$ cat config.mk
export PLATFORM = sky130hd
export DESIGN_NAME = strobe_delay_debug_regs
export DESIGN_NICKNAME = d
export VERILOG_FILES = /design/src/rtl/strobe_delay_pkg.sv /design/src/rtl/debug_route_mux.sv /design/src/rtl/strobe_delay_debug_regs.sv
export SDC_FILE = /design/constraint.sdc
export NUM_CORES = 1
export LEC_CHECK = 0
export ABC_AREA = 1
export BUFFER_PORTS_ARGS = -buffer_cell sky130_fd_sc_hd__buf_4
export CAP_MARGIN = 5
export CORE_MARGIN = 3
export CORE_UTILIZATION = 50
export DETAILED_ROUTE_END_ITERATION = 6
export HOLD_SLACK_MARGIN = 0.02
export PLACE_DENSITY = 0.81
export SLEW_MARGIN = 20
export SYNTH_ARGS = -nofsm -noshare
export SYNTH_HDL_FRONTEND = slang
export SYNTH_SLANG_ARGS = --single-unit
$ cat constraint.sdc
create_clock -name sys_clk -period 1.62 [get_ports sys_clk]
set_clock_uncertainty 0.2 [all_clocks]
set_input_delay 0.405 -clock sys_clk [delete_from_list [all_inputs] [get_ports sys_clk]]
set_output_delay 0.405 -clock sys_clk [all_outputs]
set_load 0.02 [all_outputs]
$ cat src/rtl/strobe_delay_pkg.sv
package strobe_delay_pkg;
    // register indices as printed; byte address is four times the index
    localparam logic [7:0]  IDX_DELAY_RATIO   = 8'h35;
    localparam logic [7:0]  IDX_QUARTER_DELAY = 8'h36;
    localparam logic [7:0]  IDX_WRITE_DEBUG   = 8'h37;
    localparam logic [7:0]  IDX_ROUTE_SELECT  = 8'h38;
    localparam int          ADDR_LSB          = 2;
    localparam int          REG_WIDTH         = 16;
    localparam int          TAP_WIDTH         = 9;
    localparam logic [8:0]  TAP_MAX           = 9'h1FF;
    localparam logic [15:0] RATIO_RESET       = 16'h0000;
    localparam logic [15:0] QUARTER_RESET     = 16'h0000;
    localparam logic [15:0] ROUTE_RESET       = 16'h0000;
    localparam logic [15:0] QUARTER_MASK      = 16'h01FF;
    localparam int          WR_SEL_HI         = 15;
    localparam int          WR_SEL_LO         = 8;
    localparam int          RD_SEL_HI         = 7;
    localparam int          RD_SEL_LO         = 0;
    localparam int          SEL_OTHER_BIT     = 7;
    localparam logic [7:0]  SEL_NONE          = 8'h00;
    localparam logic [1:0]  RESP_OKAY         = 2'h0;
    localparam logic [1:0]  RESP_SLVERR       = 2'h2;
endpackage

$ cat src/rtl/debug_route_mux.sv
`timescale 1ns/100ps
// ---------------------------------------------------------------
// debug status routing between self-calibration and other modules
// ---------------------------------------------------------------
module debug_route_mux (
    input  wire logic [7:0]  writeRouteSelect,
    input  wire logic [7:0]  readRouteSelect,
    input  wire logic [15:0] calReadStatus,
    input  wire logic [15:0] otherReadStatus,
    output logic             calWriteEn,
    output logic             otherWriteEn,
    output logic [15:0]      routedReadStatus
);
    import strobe_delay_pkg::*;

    // a zero write select enables nothing; top bit picks the other modules
    always_comb begin
        calWriteEn   = (writeRouteSelect != SEL_NONE) && !writeRouteSelect[SEL_OTHER_BIT];
        otherWriteEn = writeRouteSelect[SEL_OTHER_BIT];
        routedReadStatus = readRouteSelect[SEL_OTHER_BIT] ? otherReadStatus : calReadStatus;
    end
endmodule // debug_route_mux

$ cat src/rtl/strobe_delay_debug_regs.sv
// Implementation choice: the AXI4-Lite interface to the registers.
`timescale 1ns/100ps
module strobe_delay_debug_regs (
    input  wire logic                 sys_clk,
    input  wire logic                 rst,
    // axi4-lite slave
    input  wire logic [9:0]           s_axi_awaddr,
    input  wire logic                 s_axi_awvalid,
    output logic                      s_axi_awready,
    input  wire logic [31:0]          s_axi_wdata,
    input  wire logic [3:0]           s_axi_wstrb,
    input  wire logic                 s_axi_wvalid,
    output logic                      s_axi_wready,
    output logic [1:0]                s_axi_bresp,
    output logic                      s_axi_bvalid,
    input  wire logic                 s_axi_bready,
    input  wire logic [9:0]           s_axi_araddr,
    input  wire logic                 s_axi_arvalid,
    output logic                      s_axi_arready,
    output logic [31:0]               s_axi_rdata,
    output logic [1:0]                s_axi_rresp,
    output logic                      s_axi_rvalid,
    input  wire logic                 s_axi_rready,
    // delay line side
    output logic [8:0]                gateDelayTaps,
    output logic [8:0]                trackDelayTaps,
    output logic [15:0]               delayRatio,
    // debug side
    input  wire logic [15:0]          writeDebugIn,
    input  wire logic [15:0]          calReadStatus,
    input  wire logic [15:0]          otherReadStatus,
    output logic                      calWriteEn,
    output logic                      otherWriteEn,
    output logic [15:0]               routedReadStatus
);
    import strobe_delay_pkg::*;

    // ---------------------------------------------------------------
    // state
    // ---------------------------------------------------------------
    // every flop of the slice lives in this one word; the bus readies are
    // kept as flops too, so no output is a decode of several flops
    typedef struct packed {
        logic        awHeld;
        logic [7:0]  awIdx;
        logic        wHeld;
        logic [15:0] wData;
        logic [1:0]  wStrb;
        logic        bValid;
        logic [1:0]  bResp;
        logic        rValid;
        logic [31:0] rData;
        logic [1:0]  rResp;
        logic        awRdy;
        logic        wRdy;
        logic        arRdy;
        logic [15:0] ratio;
        logic [8:0]  quarter;
        logic [15:0] wrDebug;
        logic [15:0] route;
        logic        calWe;
        logic        otherWe;
        logic [15:0] routedRd;
    } state_s;

    // registered copy and the value it takes at the next edge
    state_s stateReg;
    state_s stateNext;

    // combinational helpers
    logic        muxCalWe;
    logic        muxOtherWe;
    logic [15:0] muxRead;
    logic        awTake;
    logic        wTake;
    logic        doWrite;
    logic        arTake;
    logic [7:0]  arIdx;

    // ---------------------------------------------------------------
    // routing of debug status
    // ---------------------------------------------------------------
    // the decode is registered below, so the enables trail the index by one cycle
    debug_route_mux debug_route_mux_i (
        .writeRouteSelect (stateReg.route[WR_SEL_HI:WR_SEL_LO]),
        .readRouteSelect  (stateReg.route[RD_SEL_HI:RD_SEL_LO]),
        .calReadStatus    (calReadStatus),
        .otherReadStatus  (otherReadStatus),
        .calWriteEn       (muxCalWe),
        .otherWriteEn     (muxOtherWe),
        .routedReadStatus (muxRead)
    );

    // handshakes: one address and one data slot, freed by the response
    assign awTake  = s_axi_awvalid && stateReg.awRdy;
    assign wTake   = s_axi_wvalid && stateReg.wRdy;
    assign doWrite = stateReg.awHeld && stateReg.wHeld && !stateReg.bValid;
    assign arTake  = s_axi_arvalid && stateReg.arRdy;
    assign arIdx   = s_axi_araddr[ADDR_LSB +: 8];

    // ---------------------------------------------------------------
    // next state
    // ---------------------------------------------------------------
    always_comb begin
        stateNext = stateReg;
        // address and data are taken in either order and parked until both are in
        if (awTake) begin
            stateNext.awHeld = 1'b1;
            stateNext.awIdx  = s_axi_awaddr[ADDR_LSB +: 8];
        end
        // only the low two byte lanes reach a sixteen-bit register
        if (wTake) begin
            stateNext.wHeld = 1'b1;
            stateNext.wData = s_axi_wdata[REG_WIDTH-1:0];
            stateNext.wStrb = s_axi_wstrb[1:0];
        end
        // write commit, byte lanes respected, reserved bits dropped
        if (doWrite) begin
            stateNext.awHeld = 1'b0;
            stateNext.wHeld  = 1'b0;
            stateNext.bValid = 1'b1;
            stateNext.bResp  = RESP_OKAY;
            case (stateReg.awIdx)
                // no field meaning is given to the ratio, so all sixteen bits are kept
                IDX_DELAY_RATIO: begin
                    if (stateReg.wStrb[0]) stateNext.ratio[7:0] = stateReg.wData[7:0];
                    if (stateReg.wStrb[1]) stateNext.ratio[15:8] = stateReg.wData[15:8];
                end
                IDX_QUARTER_DELAY: begin
                    // any tap 0..511 accepted; bits 15:9 ignored
                    if (stateReg.wStrb[0]) stateNext.quarter[7:0] = stateReg.wData[7:0];
                    if (stateReg.wStrb[1]) stateNext.quarter[8] = stateReg.wData[8];
                end
                IDX_ROUTE_SELECT: begin
                    if (stateReg.wStrb[0]) stateNext.route[7:0] = stateReg.wData[7:0];
                    if (stateReg.wStrb[1]) stateNext.route[15:8] = stateReg.wData[15:8];
                end
                // read-only word: write accepted, value untouched
                IDX_WRITE_DEBUG: stateNext.bResp = RESP_OKAY;
                default: stateNext.bResp = RESP_SLVERR;
            endcase
        end
        // the response stands until the master takes it
        if (stateReg.bValid && s_axi_bready) begin
            stateNext.bValid = 1'b0;
        end
        // read: answered the cycle after the address is taken
        if (arTake) begin
            stateNext.rValid = 1'b1;
            stateNext.rResp  = RESP_OKAY;
            stateNext.rData  = 32'h00000000;
            case (arIdx)
                IDX_DELAY_RATIO:   stateNext.rData[15:0] = stateReg.ratio;
                IDX_QUARTER_DELAY: stateNext.rData[15:0] = {7'h00, stateReg.quarter};
                IDX_WRITE_DEBUG:   stateNext.rData[15:0] = stateReg.wrDebug;
                IDX_ROUTE_SELECT:  stateNext.rData[15:0] = stateReg.route;
                default:           stateNext.rResp = RESP_SLVERR;
            endcase
        end else if (stateReg.rValid && s_axi_rready) begin
            stateNext.rValid = 1'b0;
        end
        // write path status captured every cycle
        stateNext.wrDebug  = writeDebugIn;
        stateNext.calWe    = muxCalWe;
        stateNext.otherWe  = muxOtherWe;
        stateNext.routedRd = muxRead;
        // readies from flops: a slot reopens the cycle after its response is taken
        stateNext.awRdy    = !stateNext.awHeld && !stateNext.bValid;
        stateNext.wRdy     = !stateNext.wHeld && !stateNext.bValid;
        stateNext.arRdy    = !stateNext.rValid;
    end

    // ---------------------------------------------------------------
    // registers
    // ---------------------------------------------------------------
    // one synchronous reset; otherwise the whole word is copied each edge
    always_ff @(posedge sys_clk) begin
        if (rst) begin
            // readies stay low through reset and rise on the first edge after it
            stateReg <= '0;
            stateReg.ratio   <= RATIO_RESET;
            stateReg.quarter <= QUARTER_RESET[TAP_WIDTH-1:0];
            stateReg.route   <= ROUTE_RESET;
        end else begin
            stateReg <= stateNext;
        end
    end

    // outputs straight from flops; one tap value feeds both uses
    assign s_axi_awready    = stateReg.awRdy;
    assign s_axi_wready     = stateReg.wRdy;
    assign s_axi_bvalid     = stateReg.bValid;
    assign s_axi_bresp      = stateReg.bResp;
    assign s_axi_arready    = stateReg.arRdy;
    assign s_axi_rvalid     = stateReg.rValid;
    assign s_axi_rdata      = stateReg.rData;
    assign s_axi_rresp      = stateReg.rResp;
    assign gateDelayTaps    = stateReg.quarter;
    assign trackDelayTaps   = stateReg.quarter;
    assign delayRatio       = stateReg.ratio;
    assign calWriteEn       = stateReg.calWe;
    assign otherWriteEn     = stateReg.otherWe;
    assign routedReadStatus = stateReg.routedRd;
endmodule // strobe_delay_debug_regs

## Word-level counts from Yosys, hierarchy flattened

Index checks and enable logic that the tools add are counted.

- Logic and storage cells: 68
- Output and inout bits: 93
- Input bits: 111
- Bits in registers: 128

- Muxes and demuxes: 12
- Reduce and logical (&&, ||, !) cells: 25
- Equality and inequality tests: 8

Operators with widths:

| operator | number |
|---|---|
| 8-bit by 6-bit equality test with 1-bit output (second input constant) | 8 |
| 16-bit one-hot mux with 4 select lines | 1 |
| 19-bit two-way mux | 1 |
| 3-bit AND reduction | 6 |
| 16-bit two-way mux | 1 |
| 1-bit logical AND | 10 |
| 9-bit two-way mux | 1 |
| 8-bit nonzero test | 1 |
| 4-bit OR reduction | 2 |
| 1-bit zero test | 6 |
| 1-bit two-way mux | 5 |
| 2-bit two-way mux | 2 |
| 3-bit two-way mux | 1 |

## Depth between registers and ports, before layout

Gate-level depths: netlist of run 1.

- Depth in word-level cells: 7
- Gate-level depth with buffers: 9
- Mapped depth without buffers: 8

## Hierarchy

A second synthesis of run 1 with hierarchy kept.

- Cell total of the unflattened synthesis: 778
- Area total of the unflattened synthesis: 5780.5 um2

Modules (own cells, without submodules):

| module | times used | area an instance (um2) | cells each | sequential area each (um2) |
|---|---|---|---|---|
| strobe_delay_debug_regs | 1 | 5494.0 | 718 | 2522.4 |
| debug_route_mux | 1 | 286.5 | 60 | 0.0 |

## Least setup slack after synthesis of run 1

No wires, ideal clock.

- Path type: reg2reg
- Start: reg stateReg (netlist bit s_axi_bvalid)
- End: reg stateReg (netlist bit delayRatio[7])
- Data arrival time: 1256 ps
- Path buffers: 0
- Setup slack: 48 ps
- Stages on the path, launching flop included: 8
- Required time: 1304 ps
- Period minus slack after synthesis: 1572 ps
- Setup time: 116 ps
- Path through: dfxtp_1 nor2_2 nand2_1 clkinv_1 nand2_2 clkinv_2 nor2_1 nor2_1

- Cells in the longest elaborated chain, start to end: 3

Ends and longest elaborated chain:

| item | line | source |
|---|---|---|
| from (decl) | strobe_delay_debug_regs.sv:67 | `state_s stateReg;` |
| from (signal assigned) | strobe_delay_debug_regs.sv:185 | `stateReg <= stateNext;` |
| 1-bit zero test | strobe_delay_debug_regs.sv:97 | `assign doWrite = stateReg.awHeld && stateReg.wHeld && !stateReg.bValid;` |
| 1-bit logical AND | strobe_delay_debug_regs.sv:97 |  |
| 3-bit AND reduction (no line) | n/a |  |

Every way passes these cells.
A chain may end at the register's enable or synchronous reset.

## Worst setup path in the final report of run 1

- Start: reg stateReg[142] (netlist name)
- End: reg stateReg (netlist bit delayRatio[3])

- Cells in the longest elaborated chain, start to end: 2

Ends and longest elaborated chain:

| item | line | source |
|---|---|---|
| 8-bit by 6-bit equality test with 1-bit output | strobe_delay_debug_regs.sv:123 | `case (stateReg.awIdx)` |
| 3-bit AND reduction (no line) | n/a |  |

Every way passes these cells.

==> impl_metrics.csv, run 1 <==
group,metric,value,unit
detailed_routing,wl,17.3,mm
synthesis,yosysWarnings,0,
synthesis,synth_seq_cells,126,
timing,fin_crit_sh,1.04,
floorplan,initial_utilization,0.528,
timing,setup_viol,14,
power_and_ir_drop,power_density,931,nW/um^2
cells_and_area,nets,1061,
clocking,clk_pin_slew,60,ps
worst_setup_path,crit_fanout,8,
timing,slew_violations,0,
global_route,grt_pass1_wl,26.0,mm
global_route,grt_max_degree,52,
placed_design,dpl_cell_area,6480,um^2
timing,final-hold-violation-count,0,
floorplan,die_y,112,um
placed_design,dp_hpwl,9.44,mm
floorplan,row_count,37,
synthesis,syn_area,5570,um^2
detailed_routing,ant_nets,0,
detailed_routing,drt_iter0_markers,376,
timing,period_minus_slack,1680,ps
synthesis,synth.distinct_cells,28,
synthesis,synth_cells,740,
timing,setup_ws,-59.0,ps
worst_setup_path,critPathKind,"reg -> reg",
synthesis,ys_seq_area_frac,0.453,
worst_setup_path,critPathTopFamily,"simple AND/OR/NAND/NOR gates",
worst_setup_path,critical_path.cell_chain,"nor2_4 -> nand3_4 -> buf_6 -> nor3_4 -> buf_12 -> nand2_8 -> inv_8 -> nor2_1 -> nor2_1",
cells_and_area,n_antenna_cell,0,
worst_setup_path,cp_slowest_stage_delay,330,ps
timing,fmax,596,MHz
floorplan,die-area,12400,um^2
timing,rsz0062_at_grt,"yes",
detailed_routing,drc_errors,0,
worst_hold_path,min_path_type,"in -> reg",
cells_and_area,final_common_cell,"buf_4",
detailed_routing,vias,5595,
worst_setup_path,worstPathArrival,1920,ps
detailed_routing,wl_per_cell,15.8,um
cells_and_area,stdcell_count,1099,
placed_design,gp_routability_congestion,0.802,
global_route,gr-total-overflow,0,
timing,finalSetupTns,-327,ps
outcome,violations,"setup timing",
cells_and_area,drive_gt1_frac,0.348,
global_route,first_global_vias,5340,
floorplan,core_area,10600,um^2
detailed_routing,via_per_inst,5.09,
outcome,status,"finished, violations left",
clocking,cts_tree,"built",
global_route,antenna_found_initial,0,
flow_run,maxCapViolCount,0,
placed_design,io_buffer_count,163,
placed_design,dp.cells,959,
clocking,cts.root.buffer_cell,"clkbuf_8",
clocking,cts_max_path_buffers,2,
floorplan,io_pins,204,
power_and_ir_drop,power.leakage,3.88,nW
power_and_ir_drop,p_total,7.93,mW
detailed_routing,drtPass1Iterations,6,
cells_and_area,synthToLayoutAreaGrowth,53.0,%
clocking,clock-sinks,126,
worst_setup_path,worst-path-buf-inv,3,
clocking,cts.htree.levels,4,
cells_and_area,design_area,8520,um^2
power_and_ir_drop,irDropWorstVdd,0.899,mV
worst_setup_path,worstPathRequired,1860,ps
floorplan,fp.dieW,112,um
synthesis,avgSynthCellArea,7.53,um^2
clocking,insertion_delay,520,ps
worst_setup_path,cpMostUsedCell,"nor2_1",
worst_setup_path,worst_setup_path_end_kind,"register",
clocking,cts-buffers-inserted,17,
worst_setup_path,start_kind,"register",
worst_setup_path,crit_slowest_cell,"dfxtp_2",
cells_and_area,layout_common_cells,"buf_4, nor2_1, nand2_1, dfxtp_1, dlygate4sd3_1",
global_route,grt_usage,0.255,
worst reg2reg max path, stage by stage, from the launching register on:
cell and delay (ps):
dfxtp_2 330, nor2_4 120, nand3_4 90, buf_6 140
nor3_4 190, buf_12 170, nand2_8 80, inv_8 80
nor2_1 60, nor2_1 140
cells by family (layout without fill, tap and decap cells):
family	Yosys count	count (layout)	share of synthesized area
buffers and inverters	164	367	0.176
and+or+nand+nor	325	328	0.256
DFF	126	126	0.453
other	1	18	0.000673
AOI/OAI and AO/OA	124	124	0.114
sequential cells by signal, summed over array words and instances, names as in the netlist, 9 cells and up:
name              count
stateReg             60
gateDelayTaps         9
routedReadStatus     16
delayRatio           16
s_axi_rdata          16
stage by stage:
step	worst slack (ps)	hold slack, ps	util
2_1_floorplan	48.3	226	-
3_3_place_gp	0.0422	249	0.614
3_5_place_dp	-62.7	253	0.614
4_1_cts	-31.1	36.6	0.766
5_1_grt	-125	90.1	0.807
6_report	-59.0	76.1	0.807
area by class of cell:
class,instances,area [um^2]
Multi-Input combinational cell,470,2250
Clock inverter,9,134
Timing Repair Buffer,290,2680
Sequential cell,126,2610
Fill cell,628,2040
Tap cell,136,170
Inverter,45,201
Clock buffer,23,467
final timing paths:
kind / start / endpoint / slack (ps) / depth (start not counted)
worst max-delay path: stateReg[142] / delayRatio[3] / -60 / 9
worst min-delay path: s_axi_rready / s_axi_rvalid / 80 / 4
worst max register to register: stateReg[142] / delayRatio[3] / -60 / 9
worst min register to register: s_axi_rdata[0] / s_axi_rdata[0] / 260 / 2
routing by layer:
| metal | track usage | share of wire | routed length [um] | up-vias |
|---|---|---|---|---|
| met4 | 0.0965 | 0.028 | 484 | 0 |
| met5 | 0 | 0 | 0 | - |
| met1 | 0.299 | 0.39 | 6780 | 2580 |
| met3 | 0.0761 | 0.080 | 1390 | 40 |
| met2 | 0.439 | 0.50 | 8660 | 266 |
| li1 | - | - | - | 2709 |
synthesized netlist by cell type:
master | n | area [um^2]
a21oi_1 | 38 | 190
a21oi_2 | 1 | 8.76
buf_2 | 7 | 35.0
buf_4 | 90 | 676
buf_6 | 2 | 22.5
clkbuf_1 | 20 | 75.1
clkinv_1 | 4 | 15.0
clkinv_2 | 3 | 15.0
conb_1 | 1 | 3.75
dfxtp_1 | 126 | 2520
inv_1 | 38 | 143
nand2_1 | 76 | 285
nand2_2 | 6 | 37.5
nand3_1 | 75 | 375
nand3_4 | 1 | 17.5
nand4_1 | 1 | 6.26
nor2_1 | 152 | 571
nor2_2 | 4 | 25.0
nor2_4 | 3 | 33.8
nor3_1 | 1 | 5.00
nor3_4 | 3 | 48.8
nor3b_1 | 1 | 7.51
nor4_1 | 1 | 6.26
o21ai_0 | 81 | 405
o21ai_1 | 1 | 5.00
o21ai_2 | 2 | 17.5
o31ai_1 | 1 | 7.51
or2_4 | 1 | 8.76
power breakdown:
part           switching [mW]  leakage (nW)  internal, mW
sequential             0.0754          1.06          3.19
clock                    1.36         0.280          2.47
combinational           0.404          2.54         0.428
total                    1.84          3.88          6.09
what timing repair did:
item | 4_1_cts | 5_1_grt
resized for setup | 61 | 110
buffers inserted | 14 | 16
endpoints found under the hold margin | 59 | 0
pin swaps | 2 | 15
gates cloned | 1 | 2
setup endpoints to repair | 43 | 94
hold buffers | 75 | 0
Note: power is estimated with default switching activity, not from simulation.
==> run 2: changes to the inputs <==
--- a/config.mk
+++ b/config.mk
@@ -9,10 +9,10 @@
 export BUFFER_PORTS_ARGS = -buffer_cell sky130_fd_sc_hd__buf_4
 export CAP_MARGIN = 5
 export CORE_MARGIN = 3
-export CORE_UTILIZATION = 50
+export CORE_UTILIZATION = 45
 export DETAILED_ROUTE_END_ITERATION = 6
 export HOLD_SLACK_MARGIN = 0.02
-export PLACE_DENSITY = 0.81
+export PLACE_DENSITY = 0.77
 export SLEW_MARGIN = 20
 export SYNTH_ARGS = -nofsm -noshare
 export SYNTH_HDL_FRONTEND = slang
==> constraint.sdc (replaced) <==
create_clock -name sys_clk -period 1.45 [get_ports sys_clk]
set_clock_uncertainty 0.2 [all_clocks]
set_input_delay 0.3625 -clock sys_clk [delete_from_list [all_inputs] [get_ports sys_clk]]
set_output_delay 0.3625 -clock sys_clk [all_outputs]
set_load 0.02 [all_outputs]
==> impl_metrics.csv, run 2 (synthesis results as in run 1) <==
group,metric,value,unit
outcome,status,"finished, violations left",
outcome,violations,"DRC, setup timing",
cells_and_area,final_common_cell,"buf_4",
cells_and_area,post-route-util,0.742,
cells_and_area,nFillCells,794,
worst_hold_path,hp-start,"s_axi_wdata[12]",
timing,period_minus_slack,1640,ps
flow_run,maxCapViolCount,0,
clocking,clk_pin_slew,60,ps
clocking,clock-sinks,126,
detailed_routing,vias,5650,
timing,final-hold-violation-count,0,
floorplan,io_pins,204,
worst_setup_path,ff2ff_path_depth,6,
detailed_routing,wl_per_cell,15.4,um
timing,fin_crit_sh,1.13,
cells_and_area,n_antenna_cell,0,
clocking,cts.root.buffer_cell,"clkbuf_16",
detailed_routing,via_per_inst,4.97,
global_route,grt_max_degree,55,
global_route,gr-total-overflow,0,
placed_design,dp_hpwl,9.75,mm
worst_setup_path,r2r_start,"stateReg[137]",
worst_setup_path,start_kind,"register",
detailed_routing,ant_nets,0,
worst_hold_path,hold_path_depth,3,
floorplan,row_count,40,
worst_setup_path,r2r_end,"gateDelayTaps[2]",
cells_and_area,largest_reg_flops,60,
floorplan,core_area,12100,um^2
cells_and_area,synthToLayoutAreaGrowth,60.8,%
placed_design,gp_routability_congestion,0.812,
floorplan,fp.dieW,117,um
worst_hold_path,min_path_type,"in -> reg",
power_and_ir_drop,power_density,996,nW/um^2
global_route,first_global_vias,5371,
timing,fmax,608,MHz
cells_and_area,drive_gt1_frac,0.418,
timing,setup_ws,-195,ps
placed_design,io_buffer_count,163,
clocking,cts_max_path_buffers,2,
detailed_routing,drc_errors,1,
worst_setup_path,ff2ff_setup_slack,-190,ps
cells_and_area,top_register,"stateReg",
power_and_ir_drop,power.leakage,3.98,nW
worst_setup_path,critPathLaunch,"stateReg[137]",
timing,rsz0062_at_grt,"yes",
floorplan,die-area,13700,um^2
global_route,grt_pass1_wl,25.3,mm
timing,setup_viol,58,
floorplan,die_y,117,um
floorplan,initial_utilization,0.462,
detailed_routing,wl,17.5,mm
detailed_routing,drt_iter0_markers,421,
worst_setup_path,worst_setup_path_end_kind,"register",
power_and_ir_drop,irDropWorstVdd,1.06,mV
cells_and_area,layout_common_cells,"buf_4, nor2_1, buf_6",
global_route,grt_usage,0.235,
clocking,cts.htree.levels,4,
clocking,cts-buffers-inserted,17,
worst_setup_path,worstPathArrival,1740,ps
power_and_ir_drop,p_total,8.92,mW
worst_setup_path,critPathKind,"reg -> reg",
global_route,antenna_found_initial,0,
timing,finalSetupTns,-4520,ps
cells_and_area,nets,1068,
clocking,cts_tree,"built",
detailed_routing,drtPass1Iterations,7,
worst_setup_path,crit_fanout,9,
clocking,insertion_delay,410,ps
timing,slew_violations,0,
worst_hold_path,holdPathEnd,"stateReg[130]",
worst_setup_path,worstPathRequired,1540,ps
timing,fin_hold_ws,32.5,ps
-- run 2: through the flow --
step	instances	instance area, um^2	setup WS (ps)
after global placement	1003	6580	-125
after detailed placement	1003	6580	-177
after CTS	1132	8550	-151
final	1137	8950	-195
after global routing	1137	8950	-288
after floorplan	757	5640	-2.17
-- run 2: timing repair --
action,4_1_cts,5_1_grt
hold buffers,65,0
pin swaps,9,20
hold endpoints to repair,50,0
gates resized for setup,153,109
cloned,4,0
setup buffers,29,5
endpoints found under the setup margin,96,97
-- run 2: power breakdown --
part	leakage (nW)	internal, mW	switching, mW
clock network	0.295	2.82	1.50
logic	2.63	0.477	0.448
registers	1.06	3.58	0.0929
total	3.98	6.88	2.04
-- run 2: critical path, stage by stage, from the launching register on --
cell,delay [ps]
dfxtp_2,320
inv_2,40
or2_4,270
nor3_4,240
nand2_4,150
o21ai_0,230
nor2_1,80
-- run 2: worst max-delay path by stage --
| stage | slack (ps) | end |
|---|---|---|
| detailed placement | -180 | s_axi_rdata[6] |
| CTS | -150 | delayRatio[1] |
| floorplan | -2 | stateReg[29] |
| finish | -190 | gateDelayTaps[2] |
| global placement | -120 | stateReg[27] |
| global route | -290 | gateDelayTaps[2] |
-- run 2: layout make-up --
class,instances,area [um^2],share of cell area
well taps,168,210,0.0235
flip-flops and latches,126,2620,0.292
inverters,45,208,0.0232
clock inverters,10,138,0.0154
repair buffers,297,2790,0.312
clock buffers,21,470,0.0525
multi-input cells,470,2520,0.281
-- run 2: layer usage --
layer / routed length (um) / part of all wire / GRT usage / up-vias
met2: 8680 / 0.49 / 0.395 / 285
li1: - / - / - / 2729
met4: 531 / 0.030 / 0.0925 / 0
met1: 6760 / 0.39 / 0.275 / 2588
met3: 1570 / 0.090 / 0.0792 / 48
met5: 0 / 0 / 0 / -
